==> config.mk <==
export PLATFORM = sky130hd
export DESIGN_NAME = cer_top
export DESIGN_NICKNAME = d
export VERILOG_FILES = /design/src/common/cer_pkg.sv /design/src/hdl/cer_parity_inject.sv /design/src/hdl/cer_priority.sv /design/src/hdl/cer_top.sv
export SDC_FILE = /design/constraint.sdc
export NUM_CORES = 1
export LEC_CHECK = 0
export BUFFER_PORTS_ARGS = -buffer_cell sky130_fd_sc_hd__buf_2
export CAP_MARGIN = 20
export CORE_AREA = 2 2 181 183
export CTS_BUF_LIST = sky130_fd_sc_hd__clkbuf_16
export DETAILED_ROUTE_END_ITERATION = 8
export DIE_AREA = 0 0 183 185
export PLACE_DENSITY = 0.47
export SLEW_MARGIN = 40
export SYNTH_ARGS = -nofsm -noshare
export SYNTH_HDL_FRONTEND = slang
export SYNTH_HIERARCHICAL = 1
export SYNTH_SLANG_ARGS = --single-unit
==> constraint.sdc <==
create_clock -name sys_clk -period 4.9 [get_ports sys_clk]
set_clock_uncertainty 0.1 [all_clocks]
set_input_delay 1.225 -clock sys_clk [delete_from_list [all_inputs] [get_ports sys_clk]]
set_output_delay 1.225 -clock sys_clk [all_outputs]
set_load 0.005 [all_outputs]
==> src/common/cer_pkg.sv <==
// package of constants and types for the cpu error reporting block
package cer_pkg;
   // vector table indices
   localparam logic [7:0] VEC_MACHINE_CHECK = 8'h04;
   localparam logic [7:0] VEC_KSNV          = 8'h08;
   localparam logic [7:0] VEC_SOFT_ERROR    = 8'h54;
   localparam logic [7:0] VEC_HARD_ERROR    = 8'h60;
   // console halt entry, fixed i/o-space address (arbitrary plain default)
   localparam logic [31:0] CONSOLE_HALT_ADDR = 32'h2000_0000;
   // backup_cache_control field positions
   localparam int BCC_ENABLE_BIT    = 0;
   localparam int BCC_FORCE_HIT_BIT = 1;
   localparam logic [1:0] BCC_RESET = 2'h0;
   // diagnostic_control field positions
   localparam int DIAG_DISABLE_ERRORS_BIT = 0;
   // bus_interface_error_status field positions
   localparam int ST_HARD_BIT     = 0;
   localparam int ST_SOFT_BIT     = 1;
   localparam int ST_FILL_ECC_BIT = 2;
   localparam int ST_SEO_BIT      = 3;
   localparam int ST_WIDTH        = 4;
   localparam logic [3:0] ST_RESET = 4'h0;
   // widths
   localparam int ADDR_W  = 32;
   localparam int INDEX_W = 8;
   localparam int DATA_W  = 64;
   localparam int SYND_W  = 8;
   localparam int IPL_W   = 5;
   // interrupt priority levels of the two error interrupts
   localparam logic [4:0] IPL_SOFT = 5'h1A;
   localparam logic [4:0] IPL_HARD = 5'h1D;
   // notification kinds, in descending severity
   typedef enum logic [2:0] {
      CER_NOTE_NONE   = 3'h0,
      CER_NOTE_HALT   = 3'h1,
      CER_NOTE_MCHK   = 3'h3,
      CER_NOTE_KSNV   = 3'h2,
      CER_NOTE_HARD   = 3'h6,
      CER_NOTE_SOFT   = 3'h7
   } cer_note_t;
endpackage

==> src/hdl/cer_parity_inject.sv <==
`timescale 1ns/1ps
// parity generator with deliberate bad-parity injection
module cer_parity_inject (
   input  wire logic [cer_pkg::DATA_W-1:0] wr_data,
   input  wire logic                       force_bad,
   output logic                            parity
);
   // inverting lets software exercise the detector later
   assign parity = (^wr_data) ^ force_bad; // RL16
endmodule

==> src/hdl/cer_priority.sv <==
`timescale 1ns/1ps
// severity arbiter for error notifications
module cer_priority (
   input  wire logic               halt_req,
   input  wire logic               mchk_req,
   input  wire logic               ksnv_req,
   input  wire logic               hard_ok,
   input  wire logic               soft_ok,
   output cer_pkg::cer_note_t      note,
   output logic [7:0]              vector,
   output logic                    use_table
);
   // highest severity wins
   always_comb begin
      note      = cer_pkg::CER_NOTE_NONE;
      vector    = 8'h00;
      use_table = 1'b1;
      if (halt_req) begin
         note      = cer_pkg::CER_NOTE_HALT; // RL5
         use_table = 1'b0;                   // RL7
      end else if (mchk_req) begin
         note   = cer_pkg::CER_NOTE_MCHK;
         vector = cer_pkg::VEC_MACHINE_CHECK; // RL6
      end else if (ksnv_req) begin
         note   = cer_pkg::CER_NOTE_KSNV;
         vector = cer_pkg::VEC_KSNV;
      end else if (hard_ok) begin
         note   = cer_pkg::CER_NOTE_HARD;
         vector = cer_pkg::VEC_HARD_ERROR; // RL18
      end else if (soft_ok) begin
         note   = cer_pkg::CER_NOTE_SOFT;
         vector = cer_pkg::VEC_SOFT_ERROR; // RL17
      end
   end
endmodule

==> src/hdl/cer_top.sv <==
`timescale 1ns/1ps
// cpu error reporting: notifications, force hit, syndrome, status latches
// Overview of operation
// RL1: force hit returns data on index match
// RL2: fill ecc still checked during force hit
// RL3: syndrome captured every read if errors disabled
// RL4: force hit set by control write
// RL5: halt, mchk, ksnv, hard, soft severity
// RL6: synchronous errors machine check vector 04
// RL7: console halt bypasses vector table
// RL8: ksnv on fault during stack push
// RL9: error interrupts only at instruction boundaries
// RL10: pending interrupts before retry if ipl low
// RL11: machine check aborts, return re-executes
// RL12: hard interrupt withdrawn when status cleared
// RL13: software disables caches in fixed order
// RL14: software re-enables caches in fixed order
// RL15: software flushes instruction cache banks differently
// RL16: bad parity writable into cache arrays
// RL17: soft errors use vector 54
// RL18: hard errors use vector 60
// RL19: status error bits write one to clear
// RL20: second error sets flag, keeps latches
// RL21: status bits sticky until software clears
module cer_top (
   input  wire logic                        sys_clk,
   input  wire logic                        reset_n,
   // backup_cache_control write
   input  wire logic                        bcc_wr,
   input  wire logic [1:0]                  bcc_wdata,
   output logic [1:0]                       backup_cache_control,
   // diagnostic_control write
   input  wire logic                        diag_wr,
   input  wire logic                        diag_wdata,
   // status write-one-to-clear
   input  wire logic                        stat_wr,
   input  wire logic [3:0]                  stat_wdata,
   output logic [3:0]                       bus_interface_error_status,
   output logic [cer_pkg::ADDR_W-1:0]       error_address,
   output logic [cer_pkg::SYND_W-1:0]       fill_syndrome,
   // memory-space read and backup cache line
   input  wire logic                        rd_valid,
   input  wire logic [cer_pkg::ADDR_W-1:0]  rd_addr,
   input  wire logic [cer_pkg::INDEX_W-1:0] line_index,
   input  wire logic [cer_pkg::DATA_W-1:0]  line_data,
   input  wire logic [cer_pkg::DATA_W-1:0]  mem_data,
   input  wire logic [cer_pkg::SYND_W-1:0]  rd_syndrome,
   input  wire logic                        rd_ecc_err,
   input  wire logic                        rd_uncorrectable,
   output logic                             rd_done,
   output logic [cer_pkg::DATA_W-1:0]       rd_data,
   output logic                             rd_hit,
   // asynchronous error sources
   input  wire logic                        soft_err_evt,
   input  wire logic                        hard_err_evt,
   input  wire logic [cer_pkg::ADDR_W-1:0]  err_evt_addr,
   // synchronous error sources and exception state
   input  wire logic                        sync_err_evt,
   input  wire logic                        mm_fault,
   input  wire logic                        pushing_stack,
   input  wire logic                        halt_evt,
   input  wire logic                        insn_boundary,
   input  wire logic                        return_from_exception,
   input  wire logic [cer_pkg::IPL_W-1:0]   interrupt_priority_level,
   // parity injection for cache writes
   input  wire logic [cer_pkg::DATA_W-1:0]  cache_wr_data,
   input  wire logic                        bad_parity_pc,
   input  wire logic                        bad_parity_ic,
   output logic                             pc_parity,
   output logic                             ic_parity,
   // notification outputs
   output logic                             note_valid,
   output logic [2:0]                       note_kind,
   output logic [7:0]                       note_vector,
   output logic [cer_pkg::ADDR_W-1:0]       note_target,
   output logic                             abort_insn,
   output logic                             retry_pending
);
   logic [1:0]                      next_bcc;
   logic                            diag_dis;
   logic                            next_diag_dis;
   logic [3:0]                      next_stat;
   logic [cer_pkg::ADDR_W-1:0]      next_addr;
   logic [cer_pkg::SYND_W-1:0]      next_synd;
   logic                            next_rd_done;
   logic [cer_pkg::DATA_W-1:0]      next_rd_data;
   logic                            next_rd_hit;
   logic                            mchk_pend;
   logic                            next_mchk_pend;
   logic                            in_mchk;
   logic                            next_in_mchk;
   logic                            next_note_valid;
   logic [2:0]                      next_note_kind;
   logic [7:0]                      next_note_vector;
   logic [cer_pkg::ADDR_W-1:0]      next_note_target;
   logic                            next_abort;
   logic                            next_retry;
   logic                            force_hit;
   logic                            idx_match;
   logic                            fill_err;
   logic                            any_latched;
   logic                            hard_ok;
   logic                            soft_ok;
   logic                            ksnv_req;
   cer_pkg::cer_note_t              arb_note;
   logic [7:0]                      arb_vec;
   logic                            arb_table;

   assign force_hit   = backup_cache_control[cer_pkg::BCC_FORCE_HIT_BIT];
   assign idx_match   = rd_addr[cer_pkg::INDEX_W-1:0] == line_index;
   assign fill_err    = rd_valid && rd_ecc_err;
   assign any_latched = bus_interface_error_status[cer_pkg::ST_HARD_BIT] |
                        bus_interface_error_status[cer_pkg::ST_SOFT_BIT] |
                        bus_interface_error_status[cer_pkg::ST_FILL_ECC_BIT];
   assign ksnv_req    = mm_fault && pushing_stack; // RL8

   // error interrupts only at boundaries, gated by current level
   assign hard_ok = insn_boundary && bus_interface_error_status[cer_pkg::ST_HARD_BIT]
                    && (interrupt_priority_level < cer_pkg::IPL_HARD); // RL9 RL12
   assign soft_ok = insn_boundary && bus_interface_error_status[cer_pkg::ST_SOFT_BIT]
                    && (interrupt_priority_level < cer_pkg::IPL_SOFT); // RL9

   cer_priority u_prio (
      .halt_req  (halt_evt),
      .mchk_req  (mchk_pend),
      .ksnv_req  (ksnv_req),
      .hard_ok   (hard_ok),
      .soft_ok   (soft_ok),
      .note      (arb_note),
      .vector    (arb_vec),
      .use_table (arb_table)
   );

   cer_parity_inject u_pc_par (
      .wr_data   (cache_wr_data),
      .force_bad (bad_parity_pc),
      .parity    (pc_parity)
   );

   cer_parity_inject u_ic_par (
      .wr_data   (cache_wr_data),
      .force_bad (bad_parity_ic),
      .parity    (ic_parity)
   );

   // control registers
   always_comb begin
      next_bcc      = backup_cache_control;
      next_diag_dis = diag_dis;
      if (bcc_wr) begin
         next_bcc = bcc_wdata; // RL4
      end
      if (diag_wr) begin
         next_diag_dis = diag_wdata;
      end
   end

   // read path: force hit or memory data
   always_comb begin
      next_rd_done = rd_valid;
      next_rd_hit  = 1'b0;
      next_rd_data = rd_data;
      next_synd    = fill_syndrome;
      if (rd_valid) begin
         if (force_hit && idx_match && !rd_uncorrectable) begin
            next_rd_data = line_data; // RL1
            next_rd_hit  = 1'b1;
         end else begin
            next_rd_data = mem_data;
         end
         // errors-disabled mode captures on every read; else only on an error while no hard, soft or fill ecc bit is latched
         if (diag_dis || (rd_ecc_err && !any_latched)) begin
            next_synd = rd_syndrome; // RL3
         end
      end
   end

   // status latches: a clear wins over a simultaneous error on a latched hard, soft or fill ecc bit; set wins on the second-error bit
   always_comb begin
      logic new_err;
      new_err   = 1'b0;
      next_stat = bus_interface_error_status;
      next_addr = error_address;
      if (stat_wr) begin
         next_stat = bus_interface_error_status & ~stat_wdata; // RL19
      end
      new_err = fill_err || soft_err_evt || hard_err_evt;
      if (new_err && any_latched) begin
         next_stat[cer_pkg::ST_SEO_BIT] = 1'b1; // RL20
      end else if (new_err) begin
         next_addr = fill_err ? rd_addr : err_evt_addr;
      end
      // first error only: a later one must not disturb the latched record
      if (!any_latched) begin
         // fill ecc checked regardless of force hit
         if (fill_err) begin
            next_stat[cer_pkg::ST_FILL_ECC_BIT] = 1'b1; // RL2 RL21
         end
         if (soft_err_evt || (fill_err && !rd_uncorrectable)) begin
            next_stat[cer_pkg::ST_SOFT_BIT] = 1'b1; // RL21
         end
         if (hard_err_evt) begin
            next_stat[cer_pkg::ST_HARD_BIT] = 1'b1; // RL21
         end
      end
   end

   // machine check pending and handler tracking
   always_comb begin
      next_mchk_pend = mchk_pend;
      next_in_mchk   = in_mchk;
      if (sync_err_evt || (fill_err && rd_uncorrectable)) begin
         next_mchk_pend = 1'b1; // RL6
      end else if (arb_note == cer_pkg::CER_NOTE_MCHK) begin
         next_mchk_pend = 1'b0;
         next_in_mchk   = 1'b1;
      end
      if (return_from_exception) begin
         next_in_mchk = 1'b0;
      end
   end

   // notification outputs, registered
   always_comb begin
      next_note_valid  = arb_note != cer_pkg::CER_NOTE_NONE;
      next_note_kind   = arb_note;
      next_note_vector = arb_vec;
      next_note_target = arb_table ? 32'h0000_0000 : cer_pkg::CONSOLE_HALT_ADDR; // RL7
      next_abort       = arb_note == cer_pkg::CER_NOTE_MCHK; // RL11
      // on return from handler, pending interrupt taken before re-execution
      next_retry       = return_from_exception && in_mchk && (hard_ok || soft_ok); // RL10
   end

   // registers
   always_ff @(posedge sys_clk) begin
      if (!reset_n) begin
         backup_cache_control       <= cer_pkg::BCC_RESET;
         diag_dis                   <= 1'b0;
         bus_interface_error_status <= cer_pkg::ST_RESET;
         error_address              <= 32'h0000_0000;
         fill_syndrome              <= 8'h00;
         rd_done                    <= 1'b0;
         rd_data                    <= 64'h0000_0000_0000_0000;
         rd_hit                     <= 1'b0;
         mchk_pend                  <= 1'b0;
         in_mchk                    <= 1'b0;
         note_valid                 <= 1'b0;
         note_kind                  <= 3'h0;
         note_vector                <= 8'h00;
         note_target                <= 32'h0000_0000;
         abort_insn                 <= 1'b0;
         retry_pending              <= 1'b0;
      end else begin
         backup_cache_control       <= next_bcc;
         diag_dis                   <= next_diag_dis;
         bus_interface_error_status <= next_stat;
         error_address              <= next_addr;
         fill_syndrome              <= next_synd;
         rd_done                    <= next_rd_done;
         rd_data                    <= next_rd_data;
         rd_hit                     <= next_rd_hit;
         mchk_pend                  <= next_mchk_pend;
         in_mchk                    <= next_in_mchk;
         note_valid                 <= next_note_valid;
         note_kind                  <= next_note_kind;
         note_vector                <= next_note_vector;
         note_target                <= next_note_target;
         abort_insn                 <= next_abort;
         retry_pending              <= next_retry;
      end
   end
endmodule
==> metrics.md, run 1 <==
| Metric | Value |
|---|---|
| Hold Path Class | `reg -> reg` |
| Layout cells sized above 1 | `0.387` |
| Leakage | `4.74 nW` |
| Register area share after synthesis | `0.351` |
| Clock share of power | `0.360` |
| Post-Syn Area | `7410 sq um` |
| PortBufs | `430` |
| Tcrit/Tclk final | `0.832` |
| WL final | `28.8 mm` |
| Initial antenna violation count | `6` |
| Clock slew at reported path FFs | `0.06 ns` |
| Measured slew at the worst slew-check pin | `around 0.9 ns` |
| Cell chain of the critical path | `buf_2 > xor2_1 > xnor2_1 > xnor2_1 > xnor2_1 > xnor3_1 > xnor2_1 > buf_2` |
| CTS Root Cell | `clkbuf_16` |
| Worst r2r src | `bus_interface_error_status[0]$_SDFF_PN0_` |
| Reg2Reg Depth | `5` |
| FFs w/ async S/R, synth | `0` |
| Row count | `66` |
| Vias per cell | `4.66` |
| Total power | `3.47 mW` |
| H-tree depth | `4` |
| Outcome | `completed` |
| RSZ-0062 raised after global routing | `no` |
| Vias | `7,748` |
| Critical path's largest stage delay | `approximately 0.42 ns` |
| Max-cap violations | `0` |
| Critical Path Source Type | `input pin` |
| # fillers | `approximately 3,500` |
| Multi-input gate area | `about 4300 sq um` |
| TritonCTS buffer count | `17` |
| Worst path required time | `3.58 ns` |
| Crit. path cell count | `8` |
| Critical Path Start | `cache_wr_data[50]` |
| Critical Path AT | `2.75 ns` |
| Combinational share of power | `0.294` |
| # hold bufs at CTS | `0` |
| Setup Crit Path Kind | `in -> out` |
| Die footprint | `approximately 34,000 sq um` |
| Worst IR Drop VDD | `195 uV` |
| Starting density of the core | `0.231` |
| Setup TNS | `0 ns` |
| Post-CTS setup buffer count | `0` |
| Layout area overhead | `38.0%` |
| Pin count of the biggest net entering global routing | `90` |
| Final Net Count | `1,536` |
| Worst-path fanout max | `2` |
| Distinct cells, synth | `40` |
| P_sw | `1.12 mW` |
| CP Buf/Inv Count | `2` |
| Endpoints failing setup | `0` |
| Core area | `32,000 sq um` |
| Flop pwr share | `0.346` |
| Top_reg_cell synth | `dfxtp_1` |
| Total gr overflow | `0` |
| Post-layout minimum cycle time | `4.08 ns` |
| CP top delay family | `XOR/XNOR gates` |
| Synth Instances | `between 800 and 900` |
| TritonCTS clock tree | `done` |
| Worst Hold Launch | `in_mchk$_SDFFE_PP0P_` |
| Die H | `185 um` |
| Die Width | `183 um` |
| CTS Sinks | `130` |
| Total GRT Usage | `0.161` |
| Crit-path slowest cell | `xnor3_1` |
| Drt first pass iters | `5` |
| # DRC | `0` |
| Switching Share | `0.323` |
| Most frequent cell on the critical path | `xnor2_1` |
| Synth warn | `6` |
| Peak Freq | `245 MHz` |
| IO Count | `462` |
| Vias in the first global route | `7,484` |
| Skew-Pair Late Insertion Delay | `0.41 ns` |
| Initial DRC Count | `320` |
| Routability Congestion | `0.769` |
| Avg Inst Size Synth | `roughly 8.6 sq um` |
| Synthesized flop and latch total | `between 100 and 150` |
| Post-DRT Antenna Nets | `0` |
| Max Slew Vio Count | `0` |
| Max Root-Sink Buffers | `2` |
| FF/Latch Area | `2600 sq um` |
| Pwr/cell area | `~340 nW/um^2` |
| Post-detail-place hpwl | `approximately 21 mm` |
| Cts repair resizes | `0` |
| Number of synthesized flops with an enable pin | `0` |
| Rel. slew slack | `0.399` |
| Min Hold Slack | `approximately 0.39 ns` |
| Global-route wire length before repair | `about 43 mm` |
| Int Pwr | `approximately 2.3 mW` |
| Hold Path Stages | `1` |
| Routed len/inst | `~17 um` |
| Crit end category | `output port` |
| Final hold violations | `0` |
[per-layer routing]
metal  vias up  share of wire  GRT usage
li1       3820              -          -
met1      3632           0.44      0.201
met2       273           0.49      0.272
met3        23          0.065     0.0425
met4         0          0.014     0.0506
met5         -              0          0
[cell usage after synthesis (11+ instances only)]
library cell | count | share of area
nand3_1 | 33 | 0.022
clkbuf_1 | 37 | 0.019
buf_4 | 38 | 0.039
dfxtp_1 | 130 | 0.35
buf_2 | 34 | 0.023
mux2i_1 | 11 | 0.015
o21ai_0 | 66 | 0.045
o31ai_1 | 64 | 0.065
and2_1 | 15 | 0.013
xnor2_1 | 115 | 0.14
xor2_1 | 17 | 0.020
nand4_1 | 65 | 0.055
nand2_1 | 72 | 0.036
nor2b_1 | 15 | 0.013
o211a_1 | 32 | 0.043
a31oi_1 | 64 | 0.054
[per-stage QoR]
| stage | std cells | setup slack, ns | area, sq um | utilization |
|---|---|---|---|---|
| after global routing | 1660 | 0.667 | 10200 | 0.319 |
| after floorplan | 890 | 1.15 | 7530 | - |
| after detailed placement | 1623 | 0.800 | 9640 | 0.301 |
| after CTS | 1655 | 0.787 | 10200 | 0.318 |
| final | 1661 | 0.824 | 10200 | 0.319 |
| after global placement | 1623 | 0.834 | 9630 | 0.301 |
[cells by family (layout without fill, tap and decap cells)]
logic type | Yosys count | count (layout) | synth area share
XOR/XNOR | 134 | 134 | 0.162
other | 2 | 40 | 0.00101
multiplexers | 11 | 11 | 0.0149
buffers and inverters | 121 | 478 | 0.0934
flip-flops | 130 | 130 | 0.351
AND/OR/NAND/NOR | 221 | 221 | 0.157
AO/OA/AOI/OAI | 239 | 239 | 0.220
[cell usage in the layout, fill, tap and decap left out, drive strengths merged, types with 3 or more instances in the layout]
cell type / synthesis / routed
buf: 82 / 444
dfxtp: 130 / 130
xnor2: 115 / 115
nand2: 72 / 72
o21ai: 66 / 66
nand4: 65 / 65
o31ai: 64 / 64
a31oi: 64 / 64
conb: 2 / 34
nand3: 33 / 33
o211a: 32 / 32
xor2: 17 / 17
clkbuf: 37 / 17
and2: 16 / 16
nor2b: 15 / 15
mux2i: 11 / 11
inv: 2 / 11
diode: 0 / 6
nor3: 4 / 4
and3: 3 / 3
nor2: 3 / 3
a22oi: 3 / 3
clkinvlp: 0 / 3
clkinv: 0 / 3
[sequential cells by signal (all words and copies together), names as in the netlist]
| signal | count |
|---|---|
| diag_dis | 1 |
| note_valid | 1 |
| note_kind | 3 |
| rd_done | 1 |
| note_target | 1 |
| in_mchk | 1 |
| rd_data | 64 |
| abort_insn | 1 |
| backup_cache_control | 2 |
| fill_syndrome | 8 |
| retry_pending | 1 |
| error_address | 32 |
| bus_interface_error_status | 4 |
| mchk_pend | 1 |
| rd_hit | 1 |
| note_vector | 8 |
[final cells by class]
type / count / area share
multi-input combinational: 639 / 0.416
antenna: 6 / 0.00147
timing repair buffer: 444 / 0.222
sequential: 130 / 0.255
clock inverter: 15 / 0.0137
clock buffer: 17 / 0.0416
inverter: 2 / 0.000734
tap: 408 / 0.0499
[final timing paths]
kind,slack [ns],end
max,0.82,ic_parity
min,0.39,retry_pending$_SDFF_PN0_
max reg2reg,2.65,error_address[29]$_SDFFE_PN0P_
min reg2reg,0.39,retry_pending$_SDFF_PN0_
[worst reg2reg max path, delay by kind of cell, from the launching register on]
| family | cells | cell delay [ns] |
|---|---|---|
| flip-flops | 1 | 0.37 |
| buffers and inverters | 1 | 0.40 |
| AND/OR/NAND/NOR | 3 | 1.13 |
| AO/OA/AOI/OAI | 1 | 0.16 |
[power by group through the flow]
stage / clock network, mW / registers [mW] / logic (mW)
2_1_floorplan: 0 / 1.23 / 0.641
3_3_place_gp: 0 / 1.22 / 1.03
3_5_place_dp: 0 / 1.22 / 1.02
4_1_cts: 1.30 / 1.20 / 1.03
5_1_grt: 1.34 / 1.21 / 1.12
6_report: 1.25 / 1.20 / 1.02
No activity file was read; power rests on OpenSTA's default activity.
==> run 2: changes to the inputs <==
==> constraint.sdc (replaced) <==
create_clock -name sys_clk -period 4.06 [get_ports sys_clk]
set_clock_uncertainty 0.1 [all_clocks]
set_input_delay 1.015 -clock sys_clk [delete_from_list [all_inputs] [get_ports sys_clk]]
set_output_delay 1.015 -clock sys_clk [all_outputs]
set_load 0.005 [all_outputs]
==> run 2 against run 1 <==
Compared with the run above:
- sequential cell count stayed put
- clock power is 26% higher
- die area stayed put
- first-iteration DRC count is 24% higher
- total power is 23% higher
- core utilization is 0.35 points higher
- register-to-register slack worse by 0.94 ns
- hold slack worse by 0.0085 ns
- non-clock buffer count is 7 higher
- largest power group unchanged
- sequential share of layout area is 0.27 points lower
- sequential power is 21% higher
==> metrics.md, run 2 (same netlist as run 1, synthesis figures left out) <==
| Metric | Value |
|---|---|
| Outcome | `completed` |
| Routed len/inst | `17.5 um (+1.3%)` |
| Int Pwr | `2.94 mW (+25%)` |
| Row count | `66 (unchanged)` |
| TritonCTS buffer count | `17 (unchanged)` |
| Drt first pass iters | `5 (unchanged)` |
| WHS Endpoint | `retry_pending$_SDFF_PN0_` |
| Die Width | `183 um (unchanged)` |
| CTS Root Cell | `clkbuf_16` |
| Reg2Reg Depth | `5 (unchanged)` |
| Initial antenna violation count | `5 (-1)` |
| IO Count | `462 (unchanged)` |
| Max Slew Vio Count | `0 (unchanged)` |
| Worst Hold Launch | `in_mchk$_SDFFE_PP0P_` |
| Setup Crit Path Kind | `in -> out` |
| Final hold violations | `0 (unchanged)` |
| Endpoints failing setup | `0 (unchanged)` |
| RSZ-0062 raised after global routing | `no` |
| Leakage | `4.79 nW (+1.1%)` |
| Setup TNS | `0 ns (unchanged)` |
| Worst IR Drop VDD | `281 uV (+44%)` |
| Switching Share | `0.308 (-0.0150)` |
| Max-cap violations | `0 (unchanged)` |
| Most frequent cells in the layout | `428 x buf_2, 130 x dfxtp_1, 115 x xnor2_1, 72 x nand2_1, 66 x o21ai_0` |
| Die footprint | `33,900 sq um (unchanged)` |
| Worst-path fanout max | `2 (unchanged)` |
| Max Root-Sink Buffers | `2 (unchanged)` |
| Combinational share of power | `0.292 (-0.002)` |
| Vias | `7,813 (+0.84%)` |
| CTS Sinks | `130 (unchanged)` |
| Layout cells sized above 1 | `0.389 (+0.00263)` |
| Flop pwr share | `0.340 (-0.006)` |
| Most common cell after layout, fill and taps aside | `buf_2` |
| WL final | `29.3 mm (+1.7%)` |
| Routability Congestion | `0.779 (+1.3%)` |
| Peak Freq | `about 280 MHz` |
| Tcrit/Tclk final | `0.894` |
| Critical Path Source Type | `input pin` |
| Max reg flops | `64 (unchanged)` |
| Post-CTS setup buffer count | `0 (unchanged)` |
| P_sw | `1.31 mW (+17%)` |
| H-tree depth | `4 (unchanged)` |
| Biggest register | `rd_data` |
| Post-layout minimum cycle time | `3.63 ns` |
| Starting density of the core | `0.231 (unchanged)` |
| Global-route wire length before repair | `43.2 mm (+1.2%)` |
| Rel. slew slack | `0.496 (+0.0963)` |
| Pwr/cell area | `412 nW/um^2 (+21%)` |
| Total gr overflow | `0 (unchanged)` |
| Hold Path Stages | `1 (unchanged)` |
| PortBufs | `430 (unchanged)` |
| Post-DRT Antenna Nets | `0 (unchanged)` |
| Worst r2r src | `bus_interface_error_status[1]$_SDFF_PN0_` |
| Cts repair resizes | `0 (unchanged)` |
| Measured slew at the worst slew-check pin | `0.755 ns (-0.146 ns)` |
| Largest registers | `rd_data x64, error_address x32` |
| Clock slew at reported path FFs | `0.06 ns (about the same)` |
| # DRC | `0 (unchanged)` |
| Clock share of power | `0.368 (+0.008)` |
| Worst path required time | `2.94 ns (-0.64 ns)` |
| # hold bufs at CTS | `0 (unchanged)` |
| Core area | `32,000 sq um (unchanged)` |
| Total GRT Usage | `0.165 (+0.00359)` |
| TritonCTS clock tree | `done` |
| Worst reg2reg endpoint | `error_address[17]$_SDFFE_PN0P_` |
| Layout area overhead | `39.5%` |
| Reg2reg setup slack | `1.71 ns (-0.94 ns)` |
| Initial DRC Count | `396 (+24%)` |
| Final Net Count | `1,543 (+0.46%)` |
| Vias in the first global route | `7,527 (+0.57%)` |
| Crit end category | `output port` |
| Post-detail-place hpwl | `21.3 mm (+3.1%)` |
| Layout Utilization | `0.323 (+0.00348)` |
| Hold Path Class | `reg -> reg` |
| Pin count of the biggest net entering global routing | `67 (-26%)` |
| Die H | `185 um (unchanged)` |
| Critical Path AT | `2.52 ns (-0.23 ns)` |
| Vias per cell | `4.69 (+0.48%)` |
| Skew-Pair Late Insertion Delay | `0.42 ns (about the same)` |
-- run 2: cell type report --
type | count | area (sq um)
tap | 408 | 510
multi-input combinational | 639 | 4250
clock inverter | 15 | 158
sequential | 130 | 2600
timing repair buffer | 451 | 2360
inverter | 2 | 7.51
fill | 3515 | 21700
clock buffer | 17 | 425
antenna | 5 | 12.5
-- run 2: stage by stage --
stage | power, mW | setup WS, ns | cell area, sq um | instances | hold slack, ns
global placement | 2.73 | 0.412 | 9740 | 1630 | 0.375
finish | 4.26 | 0.430 | 10300 | 1667 | 0.381
detailed placement | 2.73 | 0.391 | 9740 | 1630 | 0.371
global route | 4.49 | 0.261 | 10300 | 1666 | 0.397
CTS | 4.33 | 0.386 | 10300 | 1662 | 0.377
floorplan | 2.26 | 0.733 | 7530 | 890 | 0.360
-- run 2: critical path, stage by stage --
cell	delay [ns]
buf_2	0.11
xor2_1	0.16
xnor2_1	0.19
xnor2_1	0.16
xnor2_1	0.15
xnor3_1	0.42
xnor2_1	0.17
buf_2	0.14
-- run 2: worst max path at each step --
stage | start | endpoint | slack [ns] | cells after the start
after global routing | cache_wr_data[6] | ic_parity | 0.26 | 8
after floorplan | cache_wr_data[50] | ic_parity | 0.73 | 6
final | cache_wr_data[50] | ic_parity | 0.43 | 8
after detailed placement | cache_wr_data[50] | ic_parity | 0.39 | 8
after CTS | cache_wr_data[53] | pc_parity | 0.39 | 8
after global placement | cache_wr_data[50] | pc_parity | 0.41 | 8
-- run 2: power by group through the flow --
stage	sequential (mW)	combinational, mW	clock, mW
floorplan	1.48	0.773	0
global placement	1.47	1.26	0
detailed placement	1.47	1.26	0
CTS	1.45	1.26	1.62
global route	1.46	1.36	1.67
finish	1.45	1.24	1.57
-- run 2: layer usage --
metal / part of all wire / wire length [um] / global-route usage / up-vias
met5: 0 / 0 / 0 / -
met4: 0.016 / 471 / 0.0512 / 0
met3: 0.063 / 1840 / 0.0403 / 28
met2: 0.49 / 14300 / 0.278 / 291
met1: 0.43 / 12600 / 0.207 / 3662
li1: - / - / - / 3832
